File: src/itb_pkg.sv
// Package: shared types and constants for the instruction trace branch output block.
package itb_pkg;

   // ==========================================================
   // Protocol generations
   // ==========================================================
   typedef enum logic [1:0] {ITB_GEN1, ITB_GEN2, ITB_GEN3} itb_gen_t;

   // ==========================================================
   // Exception kinds
   // ==========================================================
   localparam int unsigned ITB_EXC_W = 3;
   typedef enum logic [2:0]
   {
      ITB_EXC_RESET  = 3'h0,
      ITB_EXC_UNDEF  = 3'h1,
      ITB_EXC_SVC    = 3'h2,
      ITB_EXC_PABT   = 3'h3,
      ITB_EXC_DABT   = 3'h4,
      ITB_EXC_SMC    = 3'h5,
      ITB_EXC_IRQ    = 3'h6,
      ITB_EXC_FIQ    = 3'h7
   } itb_exc_t;

   // ==========================================================
   // Vector table layout
   // ==========================================================
   localparam logic [31:0] ITB_VEC_LOW_BASE  = 32'h0000_0000;
   localparam logic [31:0] ITB_VEC_HIGH_BASE = 32'hffff_0000;
   localparam int unsigned ITB_VEC_SHIFT     = 2;
   localparam logic [31:0] ITB_VEC_LAST_OFS  = 32'h0000_001c;
   // Slot index of each exception in the eight-word table (slot 5 is unused).
   localparam logic [2:0]  ITB_SLOT_RESET    = 3'h0;
   localparam logic [2:0]  ITB_SLOT_UNDEF    = 3'h1;
   localparam logic [2:0]  ITB_SLOT_SVC      = 3'h2;
   localparam logic [2:0]  ITB_SLOT_PABT     = 3'h3;
   localparam logic [2:0]  ITB_SLOT_DABT     = 3'h4;
   localparam logic [2:0]  ITB_SLOT_SMC      = 3'h2;
   localparam logic [2:0]  ITB_SLOT_IRQ      = 3'h6;
   localparam logic [2:0]  ITB_SLOT_FIQ      = 3'h7;

   // ==========================================================
   // Retired instruction, as reported by the processor
   // ==========================================================
   typedef enum logic [1:0]
   {
      ITB_FLOW_SEQ,
      ITB_FLOW_DIRECT,
      ITB_FLOW_INDIRECT
   } itb_flow_t;

   typedef struct packed
   {
      logic [31:0] addr;
      logic [31:0] target;
      itb_flow_t   flow;
      logic        state_chg;
      logic        cond_pass;
   } itb_instr_t;

   // ==========================================================
   // Trace element handed to the packet formatter
   // ==========================================================
   typedef struct packed
   {
      logic        has_addr;
      logic [31:0] addr;
      logic        exc_flag;
      itb_exc_t    exc_kind;
      logic        cancelled;
      logic        executed;
      logic        drop_data;
   } itb_elem_t;

endpackage : itb_pkg

File: src/itb_buf2.sv
// Two-entry valid/ready buffer for trace elements.
`timescale 1ns/1ns
module itb_buf2
   import itb_pkg::*;
(
   // Clock and reset
   input  wire logic              ref_clk_i,
   input  wire logic              nrst_i,
   // Fill side
   input  wire logic              in_valid_i,
   output      logic              in_ready_o,
   input  wire itb_pkg::itb_elem_t in_data_i,
   // Drain side
   output      logic              out_valid_o,
   input  wire logic              out_ready_i,
   output      itb_pkg::itb_elem_t out_data_o
);
   import itb_pkg::*;

   itb_elem_t  mem_r [2];
   logic       wptr_r;
   logic       rptr_r;
   logic [1:0] cnt_r;
   wire        push = in_valid_i && in_ready_o;
   wire        pop  = out_valid_o && out_ready_i;

   assign in_ready_o  = (cnt_r != 2'h2);
   assign out_valid_o = (cnt_r != 2'h0);
   assign out_data_o  = mem_r[rptr_r];

   always_ff @(posedge ref_clk_i or negedge nrst_i)
   begin
      if (!nrst_i)
      begin
         wptr_r   <= 1'b0;
         rptr_r   <= 1'b0;
         cnt_r    <= 2'h0;
         mem_r[0] <= '0;
         mem_r[1] <= '0;
      end
      else
      begin
         if (push)
         begin
            mem_r[wptr_r] <= in_data_i;
            wptr_r        <= ~wptr_r;
         end
         if (pop)
            rptr_r <= ~rptr_r;
         cnt_r <= cnt_r + {1'b0, push} - {1'b0, pop};
      end
   end

endmodule : itb_buf2

File: src/itb_branch_out.sv
// Branch and exception reporting core of the instruction trace unit.
`timescale 1ns/1ns
// Function
// - Direct branches without a state switch give no destination address, only an executed mark.
// - Indirect flow changes and every exception emit the destination address.
// - Exceptions and state switches are reported by emitting the new address.
// - The trace window enable turns tracing on and off at run time.
// - Vectors sit low when high vectors select is low at the reset branch, high otherwise; later changes do not move them.
// - Third generation flags every exception explicitly with its branch.
// - Reset abandons the instruction; after release a reset-vector branch is traced.
// - Normal or fast interrupt turns the interrupted instruction into a vector branch.
// - A cancelled fetch-aborted instruction branches to the prefetch abort vector.
// - Data abort instruction branches to its vector; its data trace is dropped.
// - Undefined and supervisor call branch to own vectors; secure monitor call shares the supervisor call vector.
// - After an exception branch the next traced instruction is at the vector.
// - Relocatable-vector processors are traced only with the third generation.
module itb_branch_out
   import itb_pkg::*;
#(
   parameter bit RELOC_VECTORS = 1'b0
)
(
   // Clock and reset
   input  wire logic                ref_clk_i,
   input  wire logic                nrst_i,
   // Configuration
   input  wire itb_pkg::itb_gen_t   proto_gen_i,
   input  wire logic                high_vectors_select_i,
   input  wire logic                trace_window_enable_i,
   // Retired instruction stream
   input  wire logic                instr_valid_i,
   output      logic                instr_ready_o,
   input  wire itb_pkg::itb_instr_t instr_i,
   // Exception events
   input  wire logic                exc_valid_i,
   input  wire itb_pkg::itb_exc_t   exc_kind_i,
   input  wire logic [31:0]         exc_addr_i,
   input  wire logic [31:0]         exc_vec_i,
   // Trace element output
   output      logic                elem_valid_o,
   input  wire logic                elem_ready_i,
   output      itb_pkg::itb_elem_t  elem_o,
   // Status
   output      logic                expect_vector_o,
   output      logic                gen_error_o
);
   import itb_pkg::*;

   // ==========================================================
   // Helpers
   // ==========================================================
   function automatic logic [2:0] exc_slot(input itb_exc_t k);
      case (k)
         ITB_EXC_RESET: exc_slot = ITB_SLOT_RESET;
         ITB_EXC_UNDEF: exc_slot = ITB_SLOT_UNDEF;
         ITB_EXC_SVC:   exc_slot = ITB_SLOT_SVC;
         ITB_EXC_PABT:  exc_slot = ITB_SLOT_PABT;
         ITB_EXC_DABT:  exc_slot = ITB_SLOT_DABT;
         ITB_EXC_SMC:   exc_slot = ITB_SLOT_SMC;
         ITB_EXC_IRQ:   exc_slot = ITB_SLOT_IRQ;
         default:       exc_slot = ITB_SLOT_FIQ;
      endcase
   endfunction : exc_slot

   function automatic logic [31:0] vec_addr(input logic hi, input itb_exc_t k);
      logic [31:0] base;
      base     = hi ? ITB_VEC_HIGH_BASE : ITB_VEC_LOW_BASE;
      vec_addr = base | (32'({29'h0, exc_slot(k)}) << ITB_VEC_SHIFT);
   endfunction : vec_addr

   // Cancelling kinds: the faulting or interrupted instruction did not complete.
   function automatic logic exc_cancels(input itb_exc_t k);
      exc_cancels = (k == ITB_EXC_RESET) || (k == ITB_EXC_IRQ) ||
                    (k == ITB_EXC_FIQ) || (k == ITB_EXC_PABT);
   endfunction : exc_cancels

   // ==========================================================
   // Reset tracking
   // ==========================================================
   // The first element after release is the reset-vector branch; the
   // processor's own reset is the block reset, so whatever was in flight is lost.
   typedef enum {ST_RESET_BRANCH, ST_RUN} itb_state_t;
   itb_state_t state_r;
   itb_state_t state_nxt;

   logic       hv_run_r;
   logic       hv_nxt;
   logic       gen_err_r;
   logic       gen_err_nxt;
   logic       expect_r;
   logic       expect_nxt;
   logic [31:0] expect_addr_r;
   logic [31:0] expect_addr_nxt;

   // ==========================================================
   // Element build
   // ==========================================================
   wire        is_gen3   = (proto_gen_i == ITB_GEN3);
   wire        buf_ready;
   wire        in_reset  = (state_r == ST_RESET_BRANCH);
   // The select is still being captured in the reset-branch cycle, so use the pin there.
   wire        hv_cur    = in_reset ? high_vectors_select_i : hv_run_r;
   wire        take_exc  = !in_reset && exc_valid_i;
   wire        take_ins  = !in_reset && !exc_valid_i && instr_valid_i;
   wire        vec_known = RELOC_VECTORS ? 1'b0 : 1'b1;

   // Relocated vectors are honoured only in the third generation.
   wire [31:0] exc_target = (RELOC_VECTORS && is_gen3) ? exc_vec_i
                          : vec_addr(hv_cur, exc_kind_i);
   wire [31:0] rst_target = vec_addr(hv_cur, ITB_EXC_RESET);

   wire        ins_indirect = (instr_i.flow == ITB_FLOW_INDIRECT) ||
                              instr_i.state_chg;
   wire        ins_direct   = (instr_i.flow == ITB_FLOW_DIRECT);

   itb_elem_t elem_nxt;
   logic      elem_vld_nxt;

   always_comb
   begin
      elem_nxt     = '0;
      elem_vld_nxt = 1'b0;
      if (in_reset)
      begin
         elem_vld_nxt      = 1'b1;
         elem_nxt.has_addr = 1'b1;
         elem_nxt.addr     = rst_target;
         elem_nxt.exc_flag = is_gen3;
         elem_nxt.exc_kind = ITB_EXC_RESET;
         elem_nxt.cancelled = 1'b1;
      end
      else if (take_exc)
      begin
         // Exceptions always carry their vector address.
         elem_vld_nxt       = 1'b1;
         elem_nxt.has_addr  = 1'b1;
         elem_nxt.addr      = exc_target;
         elem_nxt.exc_flag  = is_gen3;
         elem_nxt.exc_kind  = exc_kind_i;
         elem_nxt.cancelled = exc_cancels(exc_kind_i);
         elem_nxt.executed  = !exc_cancels(exc_kind_i);
         elem_nxt.drop_data = (exc_kind_i == ITB_EXC_DABT);
      end
      else if (take_ins)
      begin
         elem_vld_nxt       = 1'b1;
         elem_nxt.has_addr  = ins_indirect && instr_i.cond_pass;
         elem_nxt.addr      = ins_indirect ? instr_i.target : instr_i.addr;
         elem_nxt.executed  = instr_i.cond_pass || ins_direct;
      end
   end

   // Tracing off inside the window drops elements but keeps the pipeline moving.
   wire emit = elem_vld_nxt && (trace_window_enable_i || in_reset);

   assign instr_ready_o = !in_reset && !exc_valid_i && buf_ready;

   // ==========================================================
   // State update
   // ==========================================================
   // An event is consumed only when the buffer could take it, as the ready output promises.
   wire step = buf_ready;

   always_comb
   begin
      state_nxt       = state_r;
      hv_nxt          = hv_run_r;
      expect_nxt      = expect_r;
      expect_addr_nxt = expect_addr_r;
      gen_err_nxt     = gen_err_r;
      case (state_r)
         ST_RESET_BRANCH:
            if (buf_ready)
            begin
               state_nxt       = ST_RUN;
               expect_nxt      = 1'b1;
               expect_addr_nxt = rst_target;
            end
         ST_RUN:
         begin
            if (take_exc && step)
            begin
               expect_nxt      = 1'b1;
               expect_addr_nxt = exc_target;
            end
            else if (take_ins && step)
            begin
               // The first instruction after an exception must sit on the vector.
               if (expect_r && instr_i.addr != expect_addr_r)
                  gen_err_nxt = 1'b1;
               expect_nxt = 1'b0;
            end
            // Older generations rely on a constant vector select for the whole run.
            if (!is_gen3 && (high_vectors_select_i != hv_run_r))
               gen_err_nxt = 1'b1;
            if (!is_gen3 && !vec_known)
               gen_err_nxt = 1'b1;
         end
         default:
            state_nxt = ST_RESET_BRANCH;
      endcase
   end

   // The vector select is captured by a clocked load in the reset-branch state.
   always_ff @(posedge ref_clk_i or negedge nrst_i)
   begin
      if (!nrst_i)
      begin
         state_r       <= ST_RESET_BRANCH;
         hv_run_r      <= 1'b0;
         expect_r      <= 1'b0;
         expect_addr_r <= 32'h0000_0000;
         gen_err_r     <= 1'b0;
      end
      else
      begin
         state_r       <= state_nxt;
         hv_run_r      <= in_reset ? high_vectors_select_i : hv_nxt;
         expect_r      <= expect_nxt;
         expect_addr_r <= expect_addr_nxt;
         gen_err_r     <= gen_err_nxt;
      end
   end

   // ==========================================================
   // Output buffer
   // ==========================================================
   // Two entries let a receiver stall for a cycle without losing a branch.
   itb_buf2 u_buf
   (
      .ref_clk_i   (ref_clk_i),
      .nrst_i      (nrst_i),
      .in_valid_i  (emit),
      .in_ready_o  (buf_ready),
      .in_data_i   (elem_nxt),
      .out_valid_o (elem_valid_o),
      .out_ready_i (elem_ready_i),
      .out_data_o  (elem_o)
   );

   assign expect_vector_o = expect_r;
   assign gen_error_o     = gen_err_r;

   // A table whose last slot misses the last offset cannot be served by the slot decode.
   if (ITB_VEC_LAST_OFS != (32'h0000_0007 << ITB_VEC_SHIFT))
   begin : g_bad_table
      $error("Vector table size does not match the slot layout.");
   end

endmodule : itb_branch_out

File: config.mk
export PLATFORM = sky130hd
export DESIGN_NAME = itb_branch_out
export DESIGN_NICKNAME = d
export VERILOG_FILES = /design/src/itb_pkg.sv /design/src/itb_buf2.sv /design/src/itb_branch_out.sv
export SDC_FILE = /design/constraint.sdc
export NUM_CORES = 1
export LEC_CHECK = 0
export ABC_AREA = 1
export ABC_CLOCK_PERIOD_IN_PS = 1500
export BUFFER_PORTS_ARGS = -buffer_cell sky130_fd_sc_hd__buf_4
export CAP_MARGIN = 40
export CELL_PAD_IN_SITES_DETAIL_PLACEMENT = 0
export CELL_PAD_IN_SITES_GLOBAL_PLACEMENT = 1
export CORE_ASPECT_RATIO = 2
export CORE_MARGIN = 4
export CORE_UTILIZATION = 31
export CTS_CLUSTER_DIAMETER = 200
export DETAILED_ROUTE_END_ITERATION = 7
export GPL_TIMING_DRIVEN = 0
export PLACE_DENSITY = 0.8
export SLEW_MARGIN = 25
export SYNTH_ARGS = -nofsm -noshare
export SYNTH_HDL_FRONTEND = slang
export SYNTH_SLANG_ARGS = --single-unit
File: constraint.sdc
create_clock -name ref_clk_i -period 1.5 [get_ports ref_clk_i]
set_input_delay 0.3 -clock ref_clk_i [delete_from_list [all_inputs] [get_ports ref_clk_i]]
set_output_delay 0.3 -clock ref_clk_i [all_outputs]
set_load 0.1 [all_outputs]
Word-level counts from Yosys, hierarchy flattened
Cells that the tools add are included.
{ "totals": {"reg_bits": 151, "in_bits": 144, "out_inout_bits": 44, "wordCells": 120} }
{ "classes": {"addsub": 2, "magnitude_cmp": 3, "eq_ne": 18, "muxes": 34, "bitwise_logic": 6, "reduce_logical": 35} }
{ "op_table": {"columns": ["cell", "count"], "rows": [
  ["two-way mux 32 bit", 5],
  ["two-way mux 40 bit", 4],
  ["one-hot mux 32 bit (2 select lines)", 2],
  ["bitwise mux 80 bit", 1],
  ["two-way mux 33 bit", 2],
  ["logical NOT 32 bit", 2],
  ["demux 40 bit (select 1 bit)", 1],
  ["two-way mux 38 bit", 1],
  ["== test 32 x 1 -> 1 bit (second input constant)", 1],
  ["inequality test 32 bit", 1],
  ["bitwise OR 32 x 5 -> 32 bit", 1],
  ["one-hot mux 3 bit (6 select lines)", 1],
  ["two-way mux 1 bit", 14],
  ["logical AND 1 bit", 13],
  ["== test 3 bit (second input constant)", 4],
  ["nonzero test 2 bit", 4],
  ["== test 3 x 2 -> 1 bit (second input constant)", 2],
  ["logical OR 1 bit", 6],
  ["inequality test 2 bit (second input constant)", 3],
  ["AND reduction 3 bit", 2],
  ["two-way mux 5 bit", 1],
  ["== test 2 bit (second input constant)", 2],
  [">= comparator 2 bit (second input constant)", 2],
  ["logical NOT 1 bit", 4],
  ["other kinds (16)", 19]
]} }

Logic depth before layout (Yosys ltp)
{ "logic_depth": {"word_depth": 11, "depth_mapped": 11} }

By module
Synthesis repeated with hierarchy kept, for this count alone.
{ "unflattened": {"hier_cells": 754, "hier_area_um2": 5266.3} }
{ "by_module_without_submodules": {"columns": ["module", "n_inst", "cells_per_inst", "area_per_inst_um2", "seq_area_each_um2"], "rows": [
  ["itb_buf2", 1, 515, 4032.6, 2102.0],
  ["itb_branch_out", 1, 239, 1233.7, 200.2]
]} }

Worst setup path after synthesis
No wires, ideal clock.
{ "synth_path": {"path_type": "reg2out", "start": "register u_buf.rptr_r", "end": "output elem_o[0] (netlist name)", "arrival_ns": 2.793, "path_slack_ns": -1.593, "stages_incl_launch_ff": 4, "n_path_buf": 2, "path_cell_list": "dfrtp_1 -> clkbuf_1 -> clkbuf_1 -> o21ai_0"} }
{ "synth_lines": {"columns": ["item", "line", "source"], "rows": [
  ["start: declaration", "itb_buf2.sv:22", "logic rptr_r;"],
  ["start signal: assignment", "itb_buf2.sv:49", "rptr_r <= ~rptr_r;"],
  ["end: declaration", "itb_branch_out.sv:42", "output itb_pkg::itb_elem_t elem_o,"]
]} }

==> run_results.csv <==
group,metric,value,unit
logic_synthesis,synth-edff-count,0,
final_layout,diodes,0,
power_and_ir_drop,netSwitchingFraction,50.66,%
setup_path,required,1.20,ns
grt,grt_pass1_wl,29890,um
logic_synthesis,synth_top_family_by_area,"simple AND/OR/NAND/NOR gates",
logic_synthesis,syn_area_per_cell,7.169,um2
grt,grt.overflow.total,0,
power_and_ir_drop,seq_power_share,18.6,%
logic_synthesis,ys.flop_type,"dfrtp_1",
setup_path,cp-startpoint,"u_buf.rptr_r",
timing,fin_skew,0.006568,ns
logic_synthesis,synth_xor_area_share,0.7134,%
clock_tree,cts_buffers,9,
job,drv_cap,0,
setup_path,end_kind,"output pin",
setup_path,critical_path.reg2reg.startpoint,"state_r[0]",
logic_synthesis,yosysSeqAreaShare,46.88,%
logic_synthesis,ys_ff_latch,92,
setup_path,worstReg2RegEnd,"u_buf.mem_r[6]",
logic_synthesis,syn_inst,685,
logic_synthesis,synth_nets,831,
place,dp.cells,1007,
die,rows,64,
die,initial_core_util,31.78,%
timing,hold_violations,0,
final_layout,multiInputGateArea,3586,um2
logic_synthesis,async_flop_share,100.0,%
power_and_ir_drop,ir_drop,1.526,mV
clock_tree,clk_latency,0.35,ns
place,io_buffer_count,123,
grt,globalRouteTotalUtil,21.54,%
hold_path,hp-class,"in -> reg",
logic_synthesis,synth.most_common_cell,"nand2_1",
final_layout,seq_area,2303,um2
drt,ant_nets,0,
timing,fin_hold_ws,0.2705,ns
timing,min_period,1.848,ns
logic_synthesis,synth_simple_gate_area_share,26.17,%
power_and_ir_drop,p_per_area,2311,nW/um2
run_status,outcome,"finished, violations left",
place,post-place-ws,-0.4332,ns
logic_synthesis,synth_top_area_share,46.88,%
place,postPlaceCellArea,6643,um2
power_and_ir_drop,combPwrFrac,70.3,%
drt,vias,5373,
place,gp_congestion,0.8274,
logic_synthesis,muxShareOfSynthArea,0,%
power_and_ir_drop,switchingPower,11.20,mW
power_and_ir_drop,pwr-share-clk,11.1,%
timing,tightest_slew,0.5331,ns
final_layout,fin_cells,1078,
die,design.portCount,188,
clock_tree,cts_tree,"built",
power_and_ir_drop,power,22.11,mW
drt,first_pass_iters,4,
setup_path,reg2reg_depth,11,
setup_path,endpoint,"elem_o[6]",
timing,slew_violations,0,
clock_tree,cts_root_buf,"clkbuf_16",
final_layout,final_core_util,61.91,%
drt,totalWireLength,20230,um
logic_synthesis,synth_cell_types,29,
logic_synthesis,synth_area,4911,um2
clock_tree,clockBufferDepth,2,
die,die_area,18040,um2
place,dp_hpwl,13280,um
power_and_ir_drop,p_leak,4.593,nW
timing,fin_setup_tns,-20.26,ns
die,die_w,97,um
setup_path,r2r_setup_slack,-0.19,ns
grt,grt_pass1_vias,5569,
logic_synthesis,yosysTopAreaCell,"dfrtp_1",
timing,setup_viol,124,
die,core_area,15450,um2
drt,route.detailed.drc,0,
setup_path,critPathArrivalTime,1.55,ns
grt,antenna_found_initial,0,
clock_tree,path_clk_slew,0.06,ns
final_layout,fillers,1274,
power_and_ir_drop,p_int,10.91,mW
setup_path,cp-start-kind,"register",
final_layout,drive_gt1_share,55.80,%
logic_synthesis,ys_warn_count,0,
final_layout,syn2layout_area_growth,94.83,%
final_layout,nNetsFinal,1023,
timing,grt_setup_unrepaired,"yes",
clock_tree,htree_levels,3,
die,die_y,186,um
timing,max_freq,541.0,MHz
drt,via_per_inst,4.984,
drt,drt_iter0_drc,215,
drt,drt-wirelength-per-cell,18.76,um
timing,slew_headroom,64.46,%
setup_path,crit_type,"reg -> out",
setup_path,critPathMaxFanout,7,
logic_synthesis,synth_common_cells,"nand2_1, dfrtp_1, inv_1",
logic_synthesis,synth_compound_area_share,15.44,%
grt,grt_max_degree,57,
logic_synthesis,ys_top_cells_by_area,"dfrtp_1, nand2_1, o21ai_1, o21ai_0, inv_1",
final_layout,postLayoutCellArea,9568,um2
run_status,failed_checks,"negative setup slack",
timing,setup_ws,-0.3483,ns
timing,fin_crit_sh,123.2,%
clock_tree,clock-sinks,92,
logic_synthesis,synthAdderAreaFrac,0.5096,%
==> repair_timing <==
item                                   4_1_cts  5_1_grt
endpoints found under the hold margin       36        0
setup buffers                               34       19
hold buffers                                 1        0
setup endpoints to repair                  123      127
pin swaps                                   49       66
resized for setup                          343      196
cloned                                      13        2
==> worst max-delay path, cell delays in order (launching register included) <==
cell,delay [ns]
dfrtp_1,0.39
buf_8,0.14
clkbuf_16,0.17
buf_12,0.15
o21ai_4,0.15
buf_12,0.19
==> power groups by stage <==
stage / registers, mW / logic, mW / clock network [mW]
2_1_floorplan: 3.95 / 8.60 / 0
3_3_place_gp: 3.94 / 10.9 / 0
3_5_place_dp: 3.97 / 10.9 / 0
4_1_cts: 4.01 / 14.7 / 2.47
5_1_grt: 4.22 / 16.2 / 2.56
6_report: 4.11 / 15.5 / 2.45
==> registers in the layout, indices dropped and copies added, names as in the netlist <==
name / cells
u_buf.mem_r: 80
expect_addr_r: 4
u_buf.cnt_r: 2
expect_vector_o: 1
gen_error_o: 1
hv_nxt: 1
state_r: 1
u_buf.rptr_r: 1
u_buf.wptr_r: 1
==> layout by cell type (no fill, tap or decap), types with 2 or more instances in the layout <==
cell type,n
or2_4,2
o21ai_1,25
nor3_1,3
clkbuf_2,2
clkbuf_4,4
ha_4,2
nand4_1,2
nand2_4,50
inv_2,3
buf_8,18
o21ai_2,53
xor2_1,2
nand2_1,126
nand2_2,72
clkinvlp_4,3
buf_6,12
buf_4,102
inv_8,3
dfrtp_1,91
buf_12,60
clkbuf_8,3
o21ai_0,9
o21ai_4,51
buf_16,7
bufinv_16,2
inv_1,67
a31oi_1,3
nor2_4,11
clkbuf_16,13
nor2_1,51
a21oi_2,5
nand3_1,5
==> worst min-delay path by stage <==
stage | slack, ns | to | depth (start not counted) | start
floorplan | 0.004 | expect_addr_r[2] | 0 | nrst_i
global placement | 0.46 | u_buf.mem_r[30] | 2 | u_buf.mem_r[30]
detailed placement | 0.24 | u_buf.mem_r[59] | 1 | nrst_i
CTS | 0.23 | hv_nxt | 3 | high_vectors_select_i
global route | 0.28 | u_buf.mem_r[0] | 4 | exc_kind_i[0]
finish | 0.27 | expect_addr_r[30] | 3 | high_vectors_select_i
==> layer usage <==
metal / track usage (%) / part of all wire, % / up-vias
li1: - / - / 2527
met1: 21.11 / 33 / 2641
met2: 42.61 / 58 / 153
met3: 3.938 / 3.5 / 52
met4: 10.57 / 5.3 / 0
met5: 0 / 0 / -
==> cell type report <==
| cell class | count | area share [%] |
|---|---|---|
| Sequential cell | 92 | 24.07 |
| Timing Repair inverter | 1 | 0.1177 |
| Buffer | 32 | 5.100 |
| Multi-Input combinational cell | 482 | 37.48 |
| Inverter | 77 | 3.701 |
| Timing Repair Buffer | 182 | 23.66 |
| Clock buffer | 10 | 2.498 |
| Tap cell | 198 | 2.589 |
| Clock inverter | 4 | 0.7846 |
==> kinds of logic after synthesis <==
group,after synthesis
and+or+nand+nor,326
AOI/OAI and AO/OA,150
buffers and inverters,111
DFF,92
xor gates and xnor gates,4
adders and majority gates,2
(Power assumes the default switching activity.)
